$ cat config.mk
export PLATFORM = sky130hd
export DESIGN_NAME = drp_regs
export DESIGN_NICKNAME = d
export VERILOG_FILES = /design/src/include/drp_pkg.sv /design/src/core/drp_channel_decode.sv /design/src/core/drp_regs.sv
export SDC_FILE = /design/constraint.sdc
export NUM_CORES = 1
export LEC_CHECK = 0
export BUFFER_PORTS_ARGS = -buffer_cell sky130_fd_sc_hd__clkbuf_2
export CORE_MARGIN = 3
export CORE_UTILIZATION = 30
export CTS_BUF_LIST = sky130_fd_sc_hd__clkbuf_8
export DETAILED_ROUTE_END_ITERATION = 16
export GPL_TIMING_DRIVEN = 1
export SYNTH_ARGS = -nofsm -noshare
export SYNTH_HDL_FRONTEND = slang
export SYNTH_SLANG_ARGS = --single-unit
$ cat constraint.sdc
create_clock -name core_clk -period 6.57 [get_ports core_clk]
set_input_delay 0.3285 -clock core_clk [delete_from_list [all_inputs] [get_ports core_clk]]
set_output_delay 0.3285 -clock core_clk [all_outputs]
set_load 0.05 [all_outputs]
$ cat src/include/drp_pkg.sv
/*
  Constants shared by the reference-select and power-down register bank.
  Assumes a serial command decoder outside the bank that presents whole
  16-bit register accesses in the core_clk domain.
*/
package drp_pkg;
  // Register addresses as seen by the serial command decoder.
  localparam logic [4:0] ADDR_REF_WORKING = 5'h08;
  localparam logic [4:0] ADDR_SLEEP_WORKING = 5'h09;
  localparam logic [4:0] ADDR_REF_STORED = 5'h18;
  localparam logic [4:0] ADDR_SLEEP_STORED = 5'h19;
  localparam int REG_WIDTH = 16;
  localparam int FIELD_WIDTH = 2;
  // Reference select codes.
  localparam logic [1:0] REF_SUPPLY = 2'h0;
  localparam logic [1:0] REF_BANDGAP = 2'h1;
  localparam logic [1:0] REF_PIN_RAW = 2'h2;
  localparam logic [1:0] REF_PIN_BUF = 2'h3;
  // Power-down codes.
  localparam logic [1:0] SLEEP_NORMAL = 2'h0;
  localparam logic [1:0] SLEEP_1K = 2'h1;
  localparam logic [1:0] SLEEP_100K = 2'h2;
  localparam logic [1:0] SLEEP_OPEN = 2'h3;
  // Defaults after reset on volatile-only parts.
  localparam logic [15:0] REF_RESET = 16'h0000;
  localparam logic [15:0] SLEEP_RESET = 16'h0000;
  // Cycles taken to copy stored values into working copies after reset.
  localparam logic [1:0] LOAD_CYCLES = 2'h2;
endpackage

$ cat src/core/drp_channel_decode.sv
/*
  Per-channel decode of the reference select, power-down and gain fields
  into analog control strobes.
  Assumes its inputs come from registers in the same clock domain.
*/
module drp_channel_decode (
  // Clock and reset.
  input wire logic core_clk,
  input wire logic rst_b,
  // Field values.
  input wire logic [1:0] channel_ref_select,
  input wire logic [1:0] channel_sleep_select,
  input wire logic channel_gain_bit,
  // Analog controls.
  output logic ref_buffer_on,
  output logic ref_from_pin,
  output logic ref_from_bandgap,
  output logic ref_from_supply,
  output logic gain_double,
  output logic out_active,
  output logic load_1k,
  output logic load_100k
);
  logic [7:0] next_ctl;
  logic [7:0] ctl;

  // Decode the two fields; the gain bit is ignored on the supply reference.
  always_comb
  begin
    next_ctl[0] = (channel_ref_select == drp_pkg::REF_PIN_BUF) ||
                  (channel_ref_select == drp_pkg::REF_BANDGAP); // RULE1 RULE2
    next_ctl[1] = channel_ref_select[1]; // RULE1
    next_ctl[2] = (channel_ref_select == drp_pkg::REF_BANDGAP); // RULE2
    next_ctl[3] = (channel_ref_select == drp_pkg::REF_SUPPLY); // RULE2
    next_ctl[4] = channel_gain_bit && (channel_ref_select != drp_pkg::REF_SUPPLY); // RULE11
    next_ctl[5] = (channel_sleep_select == drp_pkg::SLEEP_NORMAL); // RULE8
    next_ctl[6] = (channel_sleep_select == drp_pkg::SLEEP_1K); // RULE8
    next_ctl[7] = (channel_sleep_select == drp_pkg::SLEEP_100K); // RULE7
  end

  // Registered so every control leaves straight from a flip-flop.
  always_ff @(posedge core_clk)
  begin
    if (!rst_b)
      ctl <= 8'h00;
    else
      ctl <= next_ctl;
  end

  assign ref_buffer_on = ctl[0];
  assign ref_from_pin = ctl[1];
  assign ref_from_bandgap = ctl[2];
  assign ref_from_supply = ctl[3];
  assign gain_double = ctl[4];
  assign out_active = ctl[5];
  assign load_1k = ctl[6];
  assign load_100k = ctl[7];
endmodule

$ cat src/core/drp_regs.sv
/*
  Reference-select and power-down register bank of a multi-channel DAC,
  with working and stored copies, plus the per-channel analog controls.
  Assumes a serial command decoder presents one-cycle read and write
  strobes with a 5-bit address and 16-bit data in the core_clk domain.
*/
// Overview of operation
// RULE1: Reference code 11 uses the reference pin with the buffer on, code 10 the pin raw.
// RULE2: Reference code 01 uses the band gap with the buffer on, code 00 the supply unbuffered.
// RULE3: While the band gap is chosen, its voltage stays on the reference pin in any sleep mode.
// RULE4: The band gap is switched off when no channel selects code 01 any longer.
// RULE5: The host reselects code 01 after wake-up if it wants the band gap again.
// RULE6: Channel n owns bits 2n+1 and 2n of the power-down register.
// RULE7: Sleep code 11 leaves the output open, code 10 loads it with 100 kilohm.
// RULE8: Sleep code 01 loads the output with 1 kilohm, code 00 is normal operation.
// RULE9: On four-channel parts bits 15 to 8 of both registers read as zero.
// RULE10: Reference select sits at 08h and 18h, power-down at 09h and 19h.
// RULE11: On the supply reference the gain bit is ignored and gain is forced to one.
// RULE12: Reset loads working copies from stored copies, or defaults on volatile parts.
module drp_regs #(
  parameter int CHANNELS = 8,
  parameter bit HAS_STORED = 1'b1
) (
  // Clock and reset.
  input wire logic core_clk,
  input wire logic rst_b,
  // Register access from the serial command decoder.
  input wire logic reg_write,
  input wire logic reg_read,
  input wire logic [4:0] reg_addr,
  input wire logic [15:0] reg_wdata,
  output logic [15:0] reg_rdata,
  output logic reg_rvalid,
  output logic reg_busy,
  // Gain bits from the neighbouring gain register.
  input wire logic [CHANNELS-1:0] channel_gain_bit,
  // Analog controls.
  output logic bandgap_on,
  output logic [CHANNELS-1:0] ref_buffer_on,
  output logic [CHANNELS-1:0] ref_from_pin,
  output logic [CHANNELS-1:0] ref_from_bandgap,
  output logic [CHANNELS-1:0] ref_from_supply,
  output logic [CHANNELS-1:0] gain_double,
  output logic [CHANNELS-1:0] out_active,
  output logic [CHANNELS-1:0] load_1k,
  output logic [CHANNELS-1:0] load_100k
);
  localparam int USED = 2 * CHANNELS;
  localparam logic [15:0] IMPL_MASK = 16'(({16{1'b1}}) >> (16 - USED)); // RULE9

  logic [15:0] ref_working;
  logic [15:0] sleep_working;
  logic [15:0] ref_stored;
  logic [15:0] sleep_stored;
  logic [15:0] next_ref_working;
  logic [15:0] next_sleep_working;
  logic [15:0] next_ref_stored;
  logic [15:0] next_sleep_stored;
  logic [15:0] next_rdata;
  logic next_rvalid;
  logic next_bandgap;
  logic [1:0] load_cnt;
  logic [1:0] next_load_cnt;
  logic loading;

  // Maps an address to the value it reads; unimplemented bits are zero.
  function automatic logic [15:0] read_mux(input logic [4:0] a, input logic [15:0] rw,
                                           input logic [15:0] sw, input logic [15:0] rs,
                                           input logic [15:0] ss);
    logic [15:0] v;
    v = 16'h0000;
    unique case (a)
      drp_pkg::ADDR_REF_WORKING: v = rw; // RULE10
      drp_pkg::ADDR_SLEEP_WORKING: v = sw; // RULE10
      drp_pkg::ADDR_REF_STORED: v = HAS_STORED ? rs : 16'h0000;
      drp_pkg::ADDR_SLEEP_STORED: v = HAS_STORED ? ss : 16'h0000;
      default: v = 16'h0000;
    endcase
    return v & IMPL_MASK; // RULE9
  endfunction

  ////////////////////////////////////////////////////////////////////////
  // Reset load sequence: working copies are filled while loading is high.
  assign loading = (load_cnt != 2'h0);

  always_comb
  begin
    next_load_cnt = loading ? load_cnt - 2'h1 : 2'h0;
  end

  always_ff @(posedge core_clk)
  begin
    if (!rst_b)
      load_cnt <= drp_pkg::LOAD_CYCLES;
    else
      load_cnt <= next_load_cnt;
  end

  ////////////////////////////////////////////////////////////////////////
  // Register updates. Writes during the load window are dropped, since the
  // stored copy is still being brought across and would overwrite them.
  always_comb
  begin
    next_ref_working = ref_working;
    next_sleep_working = sleep_working;
    next_ref_stored = ref_stored;
    next_sleep_stored = sleep_stored;
    if (loading)
    begin
      next_ref_working = HAS_STORED ? ref_stored : drp_pkg::REF_RESET; // RULE12
      next_sleep_working = HAS_STORED ? sleep_stored : drp_pkg::SLEEP_RESET; // RULE12
    end
    else if (reg_write)
    begin
      unique case (reg_addr)
        drp_pkg::ADDR_REF_WORKING: next_ref_working = reg_wdata & IMPL_MASK; // RULE10
        drp_pkg::ADDR_SLEEP_WORKING: next_sleep_working = reg_wdata & IMPL_MASK; // RULE6
        drp_pkg::ADDR_REF_STORED:
          if (HAS_STORED)
            next_ref_stored = reg_wdata & IMPL_MASK; // RULE10
        drp_pkg::ADDR_SLEEP_STORED:
          if (HAS_STORED)
            next_sleep_stored = reg_wdata & IMPL_MASK;
        default: next_ref_working = ref_working;
      endcase
    end
    next_rdata = reg_read ? read_mux(reg_addr, ref_working, sleep_working, ref_stored,
                                     sleep_stored) : reg_rdata;
    next_rvalid = reg_read && !loading;
  end

  // The stored copies model nonvolatile cells and so keep their value over
  // reset; the working copies, reg_rdata and reg_rvalid are cleared and reg_busy is set.
  always_ff @(posedge core_clk)
  begin
    if (!rst_b)
    begin
      ref_working <= drp_pkg::REF_RESET;
      sleep_working <= drp_pkg::SLEEP_RESET;
      reg_rdata <= 16'h0000;
      reg_rvalid <= 1'b0;
      reg_busy <= 1'b1;
    end
    else
    begin
      ref_working <= next_ref_working;
      sleep_working <= next_sleep_working;
      reg_rdata <= next_rdata;
      reg_rvalid <= next_rvalid;
      reg_busy <= (next_load_cnt != 2'h0);
    end
  end

  always_ff @(posedge core_clk)
  begin
    ref_stored <= next_ref_stored;
    sleep_stored <= next_sleep_stored;
  end

  ////////////////////////////////////////////////////////////////////////
  // Band gap runs while any channel selects it, regardless of sleep state.
  always_comb
  begin
    next_bandgap = 1'b0;
    for (int n = 0; n < CHANNELS; n++)
      if (next_ref_working[2*n +: 2] == drp_pkg::REF_BANDGAP)
        next_bandgap = 1'b1; // RULE3 RULE4
  end

  always_ff @(posedge core_clk)
  begin
    if (!rst_b)
      bandgap_on <= 1'b0;
    else
      bandgap_on <= next_bandgap;
  end

  ////////////////////////////////////////////////////////////////////////
  // One decoder per channel turns fields into analog controls.
  for (genvar n = 0; n < CHANNELS; n++)
  begin : g_chan
    drp_channel_decode u_dec (
      .core_clk(core_clk),
      .rst_b(rst_b),
      .channel_ref_select(ref_working[2*n +: 2]), // RULE6
      .channel_sleep_select(sleep_working[2*n +: 2]), // RULE6
      .channel_gain_bit(channel_gain_bit[n]),
      .ref_buffer_on(ref_buffer_on[n]),
      .ref_from_pin(ref_from_pin[n]),
      .ref_from_bandgap(ref_from_bandgap[n]),
      .ref_from_supply(ref_from_supply[n]),
      .gain_double(gain_double[n]),
      .out_active(out_active[n]),
      .load_1k(load_1k[n]),
      .load_100k(load_100k[n])
    );
  end

  ////////////////////////////////////////////////////////////////////////
  // Checks next to the logic they guard.
  a_bandgap_follows_sel: assert property (@(posedge core_clk) disable iff (!rst_b)
    (ref_working[1:0] == drp_pkg::REF_BANDGAP) |-> bandgap_on) // RULE3
    else $error("band gap off while channel 0 selects it");
  a_bandgap_off_none: assert property (@(posedge core_clk) disable iff (!rst_b)
    (ref_working == 16'h0000) |-> !bandgap_on) // RULE4
    else $error("band gap on while every channel uses the supply");
  a_ref_write_land: assert property (@(posedge core_clk) disable iff (!rst_b)
    (reg_write && !loading && reg_addr == drp_pkg::ADDR_REF_WORKING)
      |=> ref_working == ($past(reg_wdata) & IMPL_MASK)) // RULE10
    else $error("reference write did not land");
  a_sleep_write_land: assert property (@(posedge core_clk) disable iff (!rst_b)
    (reg_write && !loading && reg_addr == drp_pkg::ADDR_SLEEP_WORKING)
      |=> sleep_working == ($past(reg_wdata) & IMPL_MASK)) // RULE6
    else $error("power-down write did not land");
  a_upper_read_zero: assert property (@(posedge core_clk) disable iff (!rst_b)
    reg_rvalid |-> (reg_rdata & ~IMPL_MASK) == 16'h0000) // RULE9
    else $error("unimplemented bits read nonzero");
  a_supply_gain_one: assert property (@(posedge core_clk) disable iff (!rst_b)
    ref_from_supply[0] |-> !gain_double[0]) // RULE11
    else $error("gain doubled on supply reference");
  a_sleep_open_ch0: assert property (@(posedge core_clk) disable iff (!rst_b)
    (sleep_working[1:0] == drp_pkg::SLEEP_OPEN) |=>
      !out_active[0] && !load_1k[0] && !load_100k[0]) // RULE7
    else $error("open-circuit sleep not honoured");
  a_sleep_1k_ch0: assert property (@(posedge core_clk) disable iff (!rst_b)
    (sleep_working[1:0] == drp_pkg::SLEEP_1K) |=> load_1k[0] && !out_active[0]) // RULE8
    else $error("1k sleep not honoured");
  a_pin_buffered: assert property (@(posedge core_clk) disable iff (!rst_b)
    (ref_working[1:0] == drp_pkg::REF_PIN_BUF) |=> ref_buffer_on[0] && ref_from_pin[0]) // RULE1
    else $error("buffered pin reference not decoded");
  a_bandgap_buffer: assert property (@(posedge core_clk) disable iff (!rst_b)
    (ref_working[1:0] == drp_pkg::REF_BANDGAP) |=> ref_buffer_on[0] && ref_from_bandgap[0]) // RULE2
    else $error("band gap reference not decoded");
  a_load_after_reset: assert property (@(posedge core_clk)
    $rose(rst_b) |-> ##2 (ref_working === (HAS_STORED ? ref_stored : drp_pkg::REF_RESET))) // RULE12
    else $error("working copy not loaded after reset");
endmodule

==> results of run 1 <==
## path summary, 6_finish.rpt
path | cells past startpoint | to | slack (ps)
max | 6 | sleep_working[7] | 4070
min | 1 | sleep_stored[12] | 100
max reg2reg | 4 | sleep_working[7] | 4330
min reg2reg | 2 | reg_rdata[14] | 470
## layout make-up
type,count,share of cell area [%]
inverter,1,0.0571
sequential,149,50.2
clock inverter,11,2.40
timing repair buffer,117,8.98
multi-input combinational,314,29.2
clock buffer,20,4.19
tap,260,4.95
## cell usage in the layout (no fill, tap or decap), types with 2 or more instances in the layout
cell type / count
a21oi_1: 18
nor3b_1: 16
o21ai_0: 10
inv_1: 2
nor2b_1: 2
buf_4: 2
a31oi_1: 13
a311oi_1: 16
edfxtp_1: 32
o21ai_1: 3
clkbuf_2: 115
bufinv_16: 4
nand3_1: 6
and2_1: 24
clkbuf_8: 20
inv_4: 2
clkinv_2: 2
nand2_1: 43
a21o_1: 17
nand2b_1: 18
o32ai_1: 2
nor2_2: 2
dfxtp_1: 117
a211oi_1: 2
o2bb2ai_1: 5
a22oi_1: 32
and3_1: 5
nor2_1: 40
o211a_1: 9
nor3_1: 18
o22ai_1: 2
## stage by stage
step | utilization, % | power [µW] | cell area [µm²] | worst slack (ps) | hold slack, ps
floorplan | - | 1230 | 5870 | 4410 | 427
global placement | 32.4 | 1280 | 6140 | 3680 | 459
detailed placement | 32.4 | 1280 | 6140 | 3620 | 461
CTS | 34.7 | 2060 | 6580 | 4100 | 64.8
global route | 34.7 | 2120 | 6580 | 3820 | 55.2
finish | 34.7 | 2030 | 6580 | 4070 | 97.0
## worst max-delay path, cell delays in order
cell and delay, ps:
clkbuf_2 100, nand3b_1 210, nor3_2 900, a21o_1 940, nor2_1 80, a311oi_1 280
## metal layers
metal | track usage, % | share of wire (%)
met4 | 5.08 | 2.1
met5 | 0 | 0
met1 | 16.6 | 42
met3 | 4.92 | 5.8
met2 | 24.7 | 50
## power breakdown
group / switching (µW) / total (µW) / internal, µW
logic: 176 / 239 / 63.1
registers: 39.1 / 1020 / 978
clock network: 337 / 775 / 439
total: 552 / 2030 / 1480
## sequential cells by signal, indices dropped and copies added, names as in the netlist
| name | count |
|---|---|
| load_cnt | 2 |
| reg_rvalid | 1 |
| g_chan.u_dec.ctl | 64 |
| sleep_stored | 16 |
| sleep_working | 16 |
| ref_working | 16 |
| ref_stored | 16 |
| reg_rdata | 16 |
| reg_busy | 1 |
| bandgap_on | 1 |
## cell families (layout without fill, tap and decap cells)
family | Yosys count | count (layout) | synth area share [%]
AO/OA/AOI/OAI | 131 | 131 | 16.1
buffers and inverters | 99 | 149 | 11.0
flip-flops | 149 | 149 | 56.3
AND/OR/NAND/NOR | 183 | 183 | 16.5
==> flow_metrics.tcl, run 1 <==
set metrics [dict create \
    wl_um 15200 \
    rsz0062_at_grt "no" \
    die_h_um 146 \
    worst_pin_slew_ps 1170 \
    die_area_um2 21300 \
    ir_drop_v 0.000112 \
    pin_count 116 \
    grt_max_degree 63 \
    setup.worst_path.start_class "primary input" \
    synth_commonest_cells "117 x dfxtp_1, 64 x buf_4, 43 x nand2_1, 41 x nor2_1" \
    slew_viol_final 0 \
    place_inst 841 \
    ys_top_cells_by_area "dfxtp_1 40%, edfxtp_1 16%, buf_4 8.2%, a22oi_1 4.1%, nand2_1 2.8%" \
    stdcell_count 872 \
    cts_buffer_depth 2 \
    holdCritStartpoint "reg_wdata[12]" \
    vias_per_cell 4.73 \
    postCtsHoldBufs 0 \
    clockRootBuffer "clkbuf_8" \
    yosysSeqAreaShare_pct 56.3 \
    post-dp-hpwl_um 10200 \
    layout-drive-gt1-share_pct 25.5 \
    wl_per_cell_um 17.4 \
    max_freq_mhz 400 \
    rows 50 \
    antenna_found_initial 0 \
    grt_pass1_wl_um 23800 \
    startpoint "reg_addr[2]" \
    cts_tree "built" \
    start_util_pct 31.0 \
    yosys.area.top_type "dfxtp_1" \
    synthDistinctLibCells 41 \
    fill_cells 1943 \
    worstPathMaxFanout 32 \
    powerDensity_nw_per_um2 309 \
    coreArea_um2 19000 \
    vias 4127 \
    synth_edf_count 32 \
    area_delta_synth_final_pct 12.1 \
    die_x_um 146 \
    hold_viol_final 0 \
    synthFlopType "dfxtp_1" \
    ys_ff_latch 149 \
    postCtsResizedCells 0 \
    syn-cell-area_um2 5870 \
    syn_nets 595 \
    finalSetupViolCount 0 \
    n_antenna_cell 0 \
    drt_iter0_drc 251 \
    nets 633 \
    min_path_type "primary input to flip-flop" \
    first_pass_iters 5 \
    cap_viol_max_count 0 \
    track_usage_pct 14.4 \
    finClkSkew_ps 19.4 \
    synth_cells 562 \
    io_buffers 115 \
    h-tree-depth 4 \
    synth_top_area_share_pct 39.9 \
    required_ps 6910 \
    p_leak_uw 0.00262 \
    postSynth.asyncResetShare_pct 0 \
    path_clk_slew_ps 90 \
    syn_area_per_cell_um2 10.4 \
    r2r-start "load_cnt[1]" \
    arrival_ps 2840 \
    critPathCaptureType "flip-flop" \
    drc_errors 0 \
    seq_area_um2 3300 \
    gp_congestion 0.765 \
    cts.sinks 149 \
    fin_crit_sh_pct 38.1 \
    period_needed_ps 2500 \
    clock_insertion_delay_worst_skew_ps 450 \
    run_status "finished clean" \
    drtAntennaViolNets 0 \
    setup_tns_ps 0 \
    overflow 0 \
    numCtsBuffers 17 \
    yosysMostFrequentCell "dfxtp_1" \
    multi_input_area_um2 1920 \
    grt_pass1_vias 4227 \
    relSlewSlack_pct 21.7 \
    post-cts-setup-buffers 0 \
    path_class "primary input to flip-flop" \
    yosys_warnings 0 \
]
No activity file was read; power rests on OpenSTA's default activity.
==> run 2, diff against run 1 <==
==> constraint.sdc (replaced) <==
create_clock -name core_clk -period 2.05 [get_ports core_clk]
set_input_delay 0.1025 -clock core_clk [delete_from_list [all_inputs] [get_ports core_clk]]
set_output_delay 0.1025 -clock core_clk [all_outputs]
set_load 0.05 [all_outputs]
==> flow_metrics.tcl, run 2 (synthesis results as in run 1) <==
set metrics [dict create \
    area_delta_synth_final_pct 19.9 \
    vias_per_cell 4.71 \
    antenna_found_initial 0 \
    period_needed_ps 1830 \
    vias 4327 \
    slew_viol_final 0 \
    critPathMaxStageDelay_ps 500 \
    post-cts-setup-buffers 0 \
    clock_insertion_delay_worst_skew_ps 450 \
    largest_register_ffs 64 \
    layout_common_cells "117 x dfxtp_1, 115 x clkbuf_2, 43 x nand2_1" \
    min_path_cells 3 \
    drc_errors 0 \
    p_leak_uw 0.00286 \
    path_cells "or2_2, a31oi_1, o2bb2ai_1, o22ai_1, o41a_1" \
    fin_crit_sh_pct 89.3 \
    wl_um 15200 \
    arrival_ps 2170 \
    rr_endpoint "bandgap_on" \
    n_antenna_cell 0 \
    r2r-start "load_cnt[1]" \
    finalSetupViolCount 0 \
    utilization_pct 37.1 \
    start_util_pct 31.0 \
    layout-drive-gt1-share_pct 26.9 \
    pre_cts_ws_ps 202 \
    finClkSkew_ps 10.2 \
    cts_buffer_depth 2 \
    drt_iter0_drc 338 \
    gp_congestion 0.851 \
    setup_tns_ps 0 \
    critPathSlowestCell "or2_2" \
    layout.cells.most_common "dfxtp_1" \
    wl_per_cell_um 16.6 \
    worstPathMaxFanout 21 \
    fin_hold_ws_ps 172 \
    grt_max_degree 44 \
    ir_drop_v 0.000381 \
    post-dp-hpwl_um 10600 \
    rows 50 \
    io_buffers 115 \
    relSlewSlack_pct 56.7 \
    die_area_um2 21300 \
    min_path_type "primary input to flip-flop" \
    nets 678 \
    cts.sinks 149 \
    top_register "g_chan.u_dec.ctl" \
    first_pass_iters 4 \
    drtAntennaViolNets 0 \
    die_h_um 146 \
    path_clk_slew_ps 80 \
    holdCritStartpoint "rst_b" \
    die_x_um 146 \
    rr_worst_depth 5 \
    cap_viol_max_count 0 \
    powerDensity_nw_per_um2 921 \
    clockRootBuffer "clkbuf_8" \
    worst_pin_slew_ps 649 \
    overflow 0 \
    grt_pass1_vias 4413 \
    rsz0062_at_grt "no" \
    run_status "finished clean" \
    grt_pass1_wl_um 24000 \
    h-tree-depth 4 \
    max_freq_mhz 546 \
    hold_end "load_cnt[1]" \
    setup.worst_path.start_class "flip-flop" \
    fin_ws_ps 220 \
    reg2reg_slack_ps 220 \
    critPathCaptureType "flip-flop" \
    path_class "flip-flop to flip-flop" \
    required_ps 2390 \
    track_usage_pct 14.4 \
    numCtsBuffers 17 \
    hold_viol_final 0 \
    cts_tree "built" \
    coreArea_um2 19000 \
    pin_count 116 \
    total_power_uw 6480 \
]
==> run 2: cell types whose count changed in the layout (fill, tap and decap cells not counted), moves of 2 or more <==
cell and change:
dlygate4sd3_1 +24, clkbuf_8 -2, buf_12 +6, inv_1 +3, buf_4 +15, and3_2 +2, and3_1 -2
==> run 2: cell type report <==
class,instances,area (µm²)
Clock buffer,18,248
Clock inverter,14,169
Fill cell,1951,11900
Inverter,1,3.75
Multi-Input combinational cell,314,1920
Sequential cell,149,3300
Tap cell,260,325
Timing Repair Buffer,162,1060
==> run 2: what timing repair did <==
action,CTS,global route
hold buffers,24,0
endpoints found under the hold margin,56,0
resized for setup,0,0
==> run 2: worst max-delay path: cells and delay by family, from the launching register on <==
kind	cells	cell delay [ps]
flip-flops	1	340
AND/OR/NAND/NOR	1	500
AO/OA/AOI/OAI	4	890
==> run 2: how the worst max path moves through the flow <==
stage          depth (start not counted)  slack [ps]   startpoint               to
2_1_floorplan                          5         120  load_cnt[1]  sleep_stored[0]
3_3_place_gp                           5         240  load_cnt[1]       bandgap_on
3_5_place_dp                           5         200  load_cnt[1]       bandgap_on
4_1_cts                                5         210  load_cnt[1]       bandgap_on
5_1_grt                                5         130  load_cnt[1]       bandgap_on
6_report                               5         220  load_cnt[1]       bandgap_on
==> run 2: where the power goes <==
group	switching, µW	internal (µW)	leakage, µW
Combinational	586	264	0.00137
Sequential	115	3130	0.00125
Clock	1050	1330	0.000233
Total	1750	4730	0.00286
==> run 2: per-layer routing <==
metal | share of wire, % | GRT usage (%) | up-vias
met4 | 1.8 | 4.89 | 0
met5 | 0 | 0 | -
met1 | 42 | 16.8 | 2098
li1 | - | - | 2098
met2 | 51 | 25.2 | 115
met3 | 5.0 | 4.58 | 16
==> run 2: stage by stage <==
step	cell area, µm²	std cells
final	7040	918
after global routing	7040	918
after CTS	7040	918
after detailed placement	6380	862
after global placement	6380	862
after floorplan	5870	562
==> run 3, diff against run 2 <==
--- a/config.mk
+++ b/config.mk
@@ -5,7 +5,7 @@
 export SDC_FILE = /design/constraint.sdc
 export NUM_CORES = 1
 export LEC_CHECK = 0
-export BUFFER_PORTS_ARGS = -buffer_cell sky130_fd_sc_hd__clkbuf_2
+export BUFFER_PORTS_ARGS = -buffer_cell sky130_fd_sc_hd__buf_2
 export CORE_MARGIN = 3
 export CORE_UTILIZATION = 30
 export CTS_BUF_LIST = sky130_fd_sc_hd__clkbuf_8
==> flow_metrics.tcl, run 3 (synthesis results as in run 1) <==
set metrics [dict create \
    clockRootBuffer "clkbuf_8" \
    layout_common_cells "117 x dfxtp_1, 115 x buf_2, 43 x nand2_1" \
    dpl-instance-area_um2 6390 \
    cp.depth 5 \
    path_clk_slew_ps 80 \
    layout-drive-gt1-share_pct 26.6 \
    first_pass_iters 5 \
    period_needed_ps 1880 \
    vias_per_cell 4.70 \
    top_register "g_chan.u_dec.ctl" \
    finClkSkew_ps 11.7 \
    fin_crit_sh_pct 91.6 \
    drt_iter0_drc 312 \
    nets 678 \
    slew_viol_final 0 \
    min_path_cells 3 \
    start_util_pct 31.0 \
    switchingPower_uw 1770 \
    clock_insertion_delay_worst_skew_ps 450 \
    hold_viol_final 0 \
    die_h_um 146 \
    run_status "finished clean" \
    gp_congestion 0.828 \
    path_class "flip-flop to flip-flop" \
    min_path_type "primary input to flip-flop" \
    pin_count 116 \
    die_area_um2 21300 \
    post-dp-hpwl_um 10400 \
    relSlewSlack_pct 66.7 \
    powerDensity_nw_per_um2 934 \
    postCtsResizedCells 0 \
    cts_tree "built" \
    internal-power_uw 4830 \
    worstPathMaxFanout 22 \
    drc_errors 0 \
    critPathSlowestCell "or2_2" \
    seqPwrFrac_pct 49.2 \
    wl_per_cell_um 16.7 \
    n_antenna_cell 0 \
    utilization_pct 37.3 \
    largest_register_ffs 64 \
    grt_pass1_wl_um 24500 \
    post-cts-setup-buffers 0 \
    p_leak_uw 0.00292 \
    setup_tns_ps 0 \
    cap_viol_max_count 0 \
    cts_buffer_depth 2 \
    fin_hold_ws_ps 59.2 \
    layout.cells.most_common "dfxtp_1" \
    fin_ws_ps 172 \
    worst_pin_slew_ps 500 \
    grt_max_degree 60 \
    io_buffers 115 \
    max_freq_mhz 533 \
    final_area_um2 7070 \
    switching_share_pct 26.8 \
    drtAntennaViolNets 0 \
    finalSetupViolCount 0 \
    area_delta_synth_final_pct 20.4 \
    required_ps 2390 \
    cts.sinks 149 \
    setup.worst_path.start_class "flip-flop" \
    coreArea_um2 19000 \
    pwr-share-comb_pct 13.0 \
    rsz0062_at_grt "no" \
    ir_drop_v 0.000380 \
    clockPowerShare_pct 37.8 \
    numCtsBuffers 17 \
    rr_worst_depth 5 \
    antenna_found_initial 0 \
    path_delay_family "compound AO/OA/AOI/OAI gates" \
    arrival_ps 2210 \
    rows 50 \
    path_cells "or2_2, a31oi_1, o2bb2ai_1, o32ai_1, o41a_1" \
    grt_pass1_vias 4413 \
    track_usage_pct 14.6 \
    overflow 0 \
    h-tree-depth 4 \
    vias 4313 \
    die_x_um 146 \
    critPathCaptureType "flip-flop" \
    cp.buffers_inverters 0 \
    pre_cts_ws_ps 190 \
    critPathMaxStageDelay_ps 510 \
    wl_um 15300 \
]
run 3: cell types whose count changed in the layout (fill, tap and decap cells not counted), sizes merged:
cell    before  now
clkbuf     133   17
buf         23  138
clkinv       4    2
inv          7    9
bufinv       4    5
run 3: area by class of cell:
type,instances,area (µm²)
flip-flops and latches,149,3300
well taps,260,325
repair buffers,162,1080
inverters,1,3.75
clock inverters,15,200
fillers,1917,11900
clock buffers,17,234
multi-input cells,314,1920
run 3: layer usage:
layer / part of all wire [%] / GRT usage [%]
met1: 43 / 17.6
met2: 49 / 24.7
met3: 5.3 / 3.74
met4: 2.8 / 6.51
met5: 0 / 0
run 3: worst register-to-register path: stages, from the launching register on:
cell and delay [ps]:
dfxtp_1 340, or2_2 510, a31oi_1 230, o2bb2ai_1 160, o32ai_1 110, o41a_1 410
run 3: metrics by stage:
step / std cells / power (µW)
floorplan: 562 / 3960
global placement: 862 / 4140
detailed placement: 862 / 4140
CTS: 918 / 6690
global route: 918 / 6880
finish: 918 / 6600
run 3: final timing paths:
check	end	start	slack (ps)
worst min register to register	reg_rdata[1]	reg_rdata[1]	470
worst max-delay path	bandgap_on	load_cnt[1]	170
worst min-delay path	g_chan[3].u_dec.ctl[3]	rst_b	60
worst max register to register	bandgap_on	load_cnt[1]	170
run 3: what timing repair did:
item                                    CTS  global route
endpoints found under the setup margin    0             0
hold buffers                             24             0
endpoints found under the hold margin    56             0
run 3: power by group through the flow:
| stage | clock, µW | sequential [µW] | combinational [µW] |
|---|---|---|---|
| detailed placement | 0 | 3320 | 827 |
| finish | 2490 | 3240 | 859 |
| CTS | 2580 | 3250 | 865 |
| floorplan | 0 | 3290 | 671 |
| global placement | 0 | 3320 | 821 |
| global route | 2690 | 3270 | 920 |
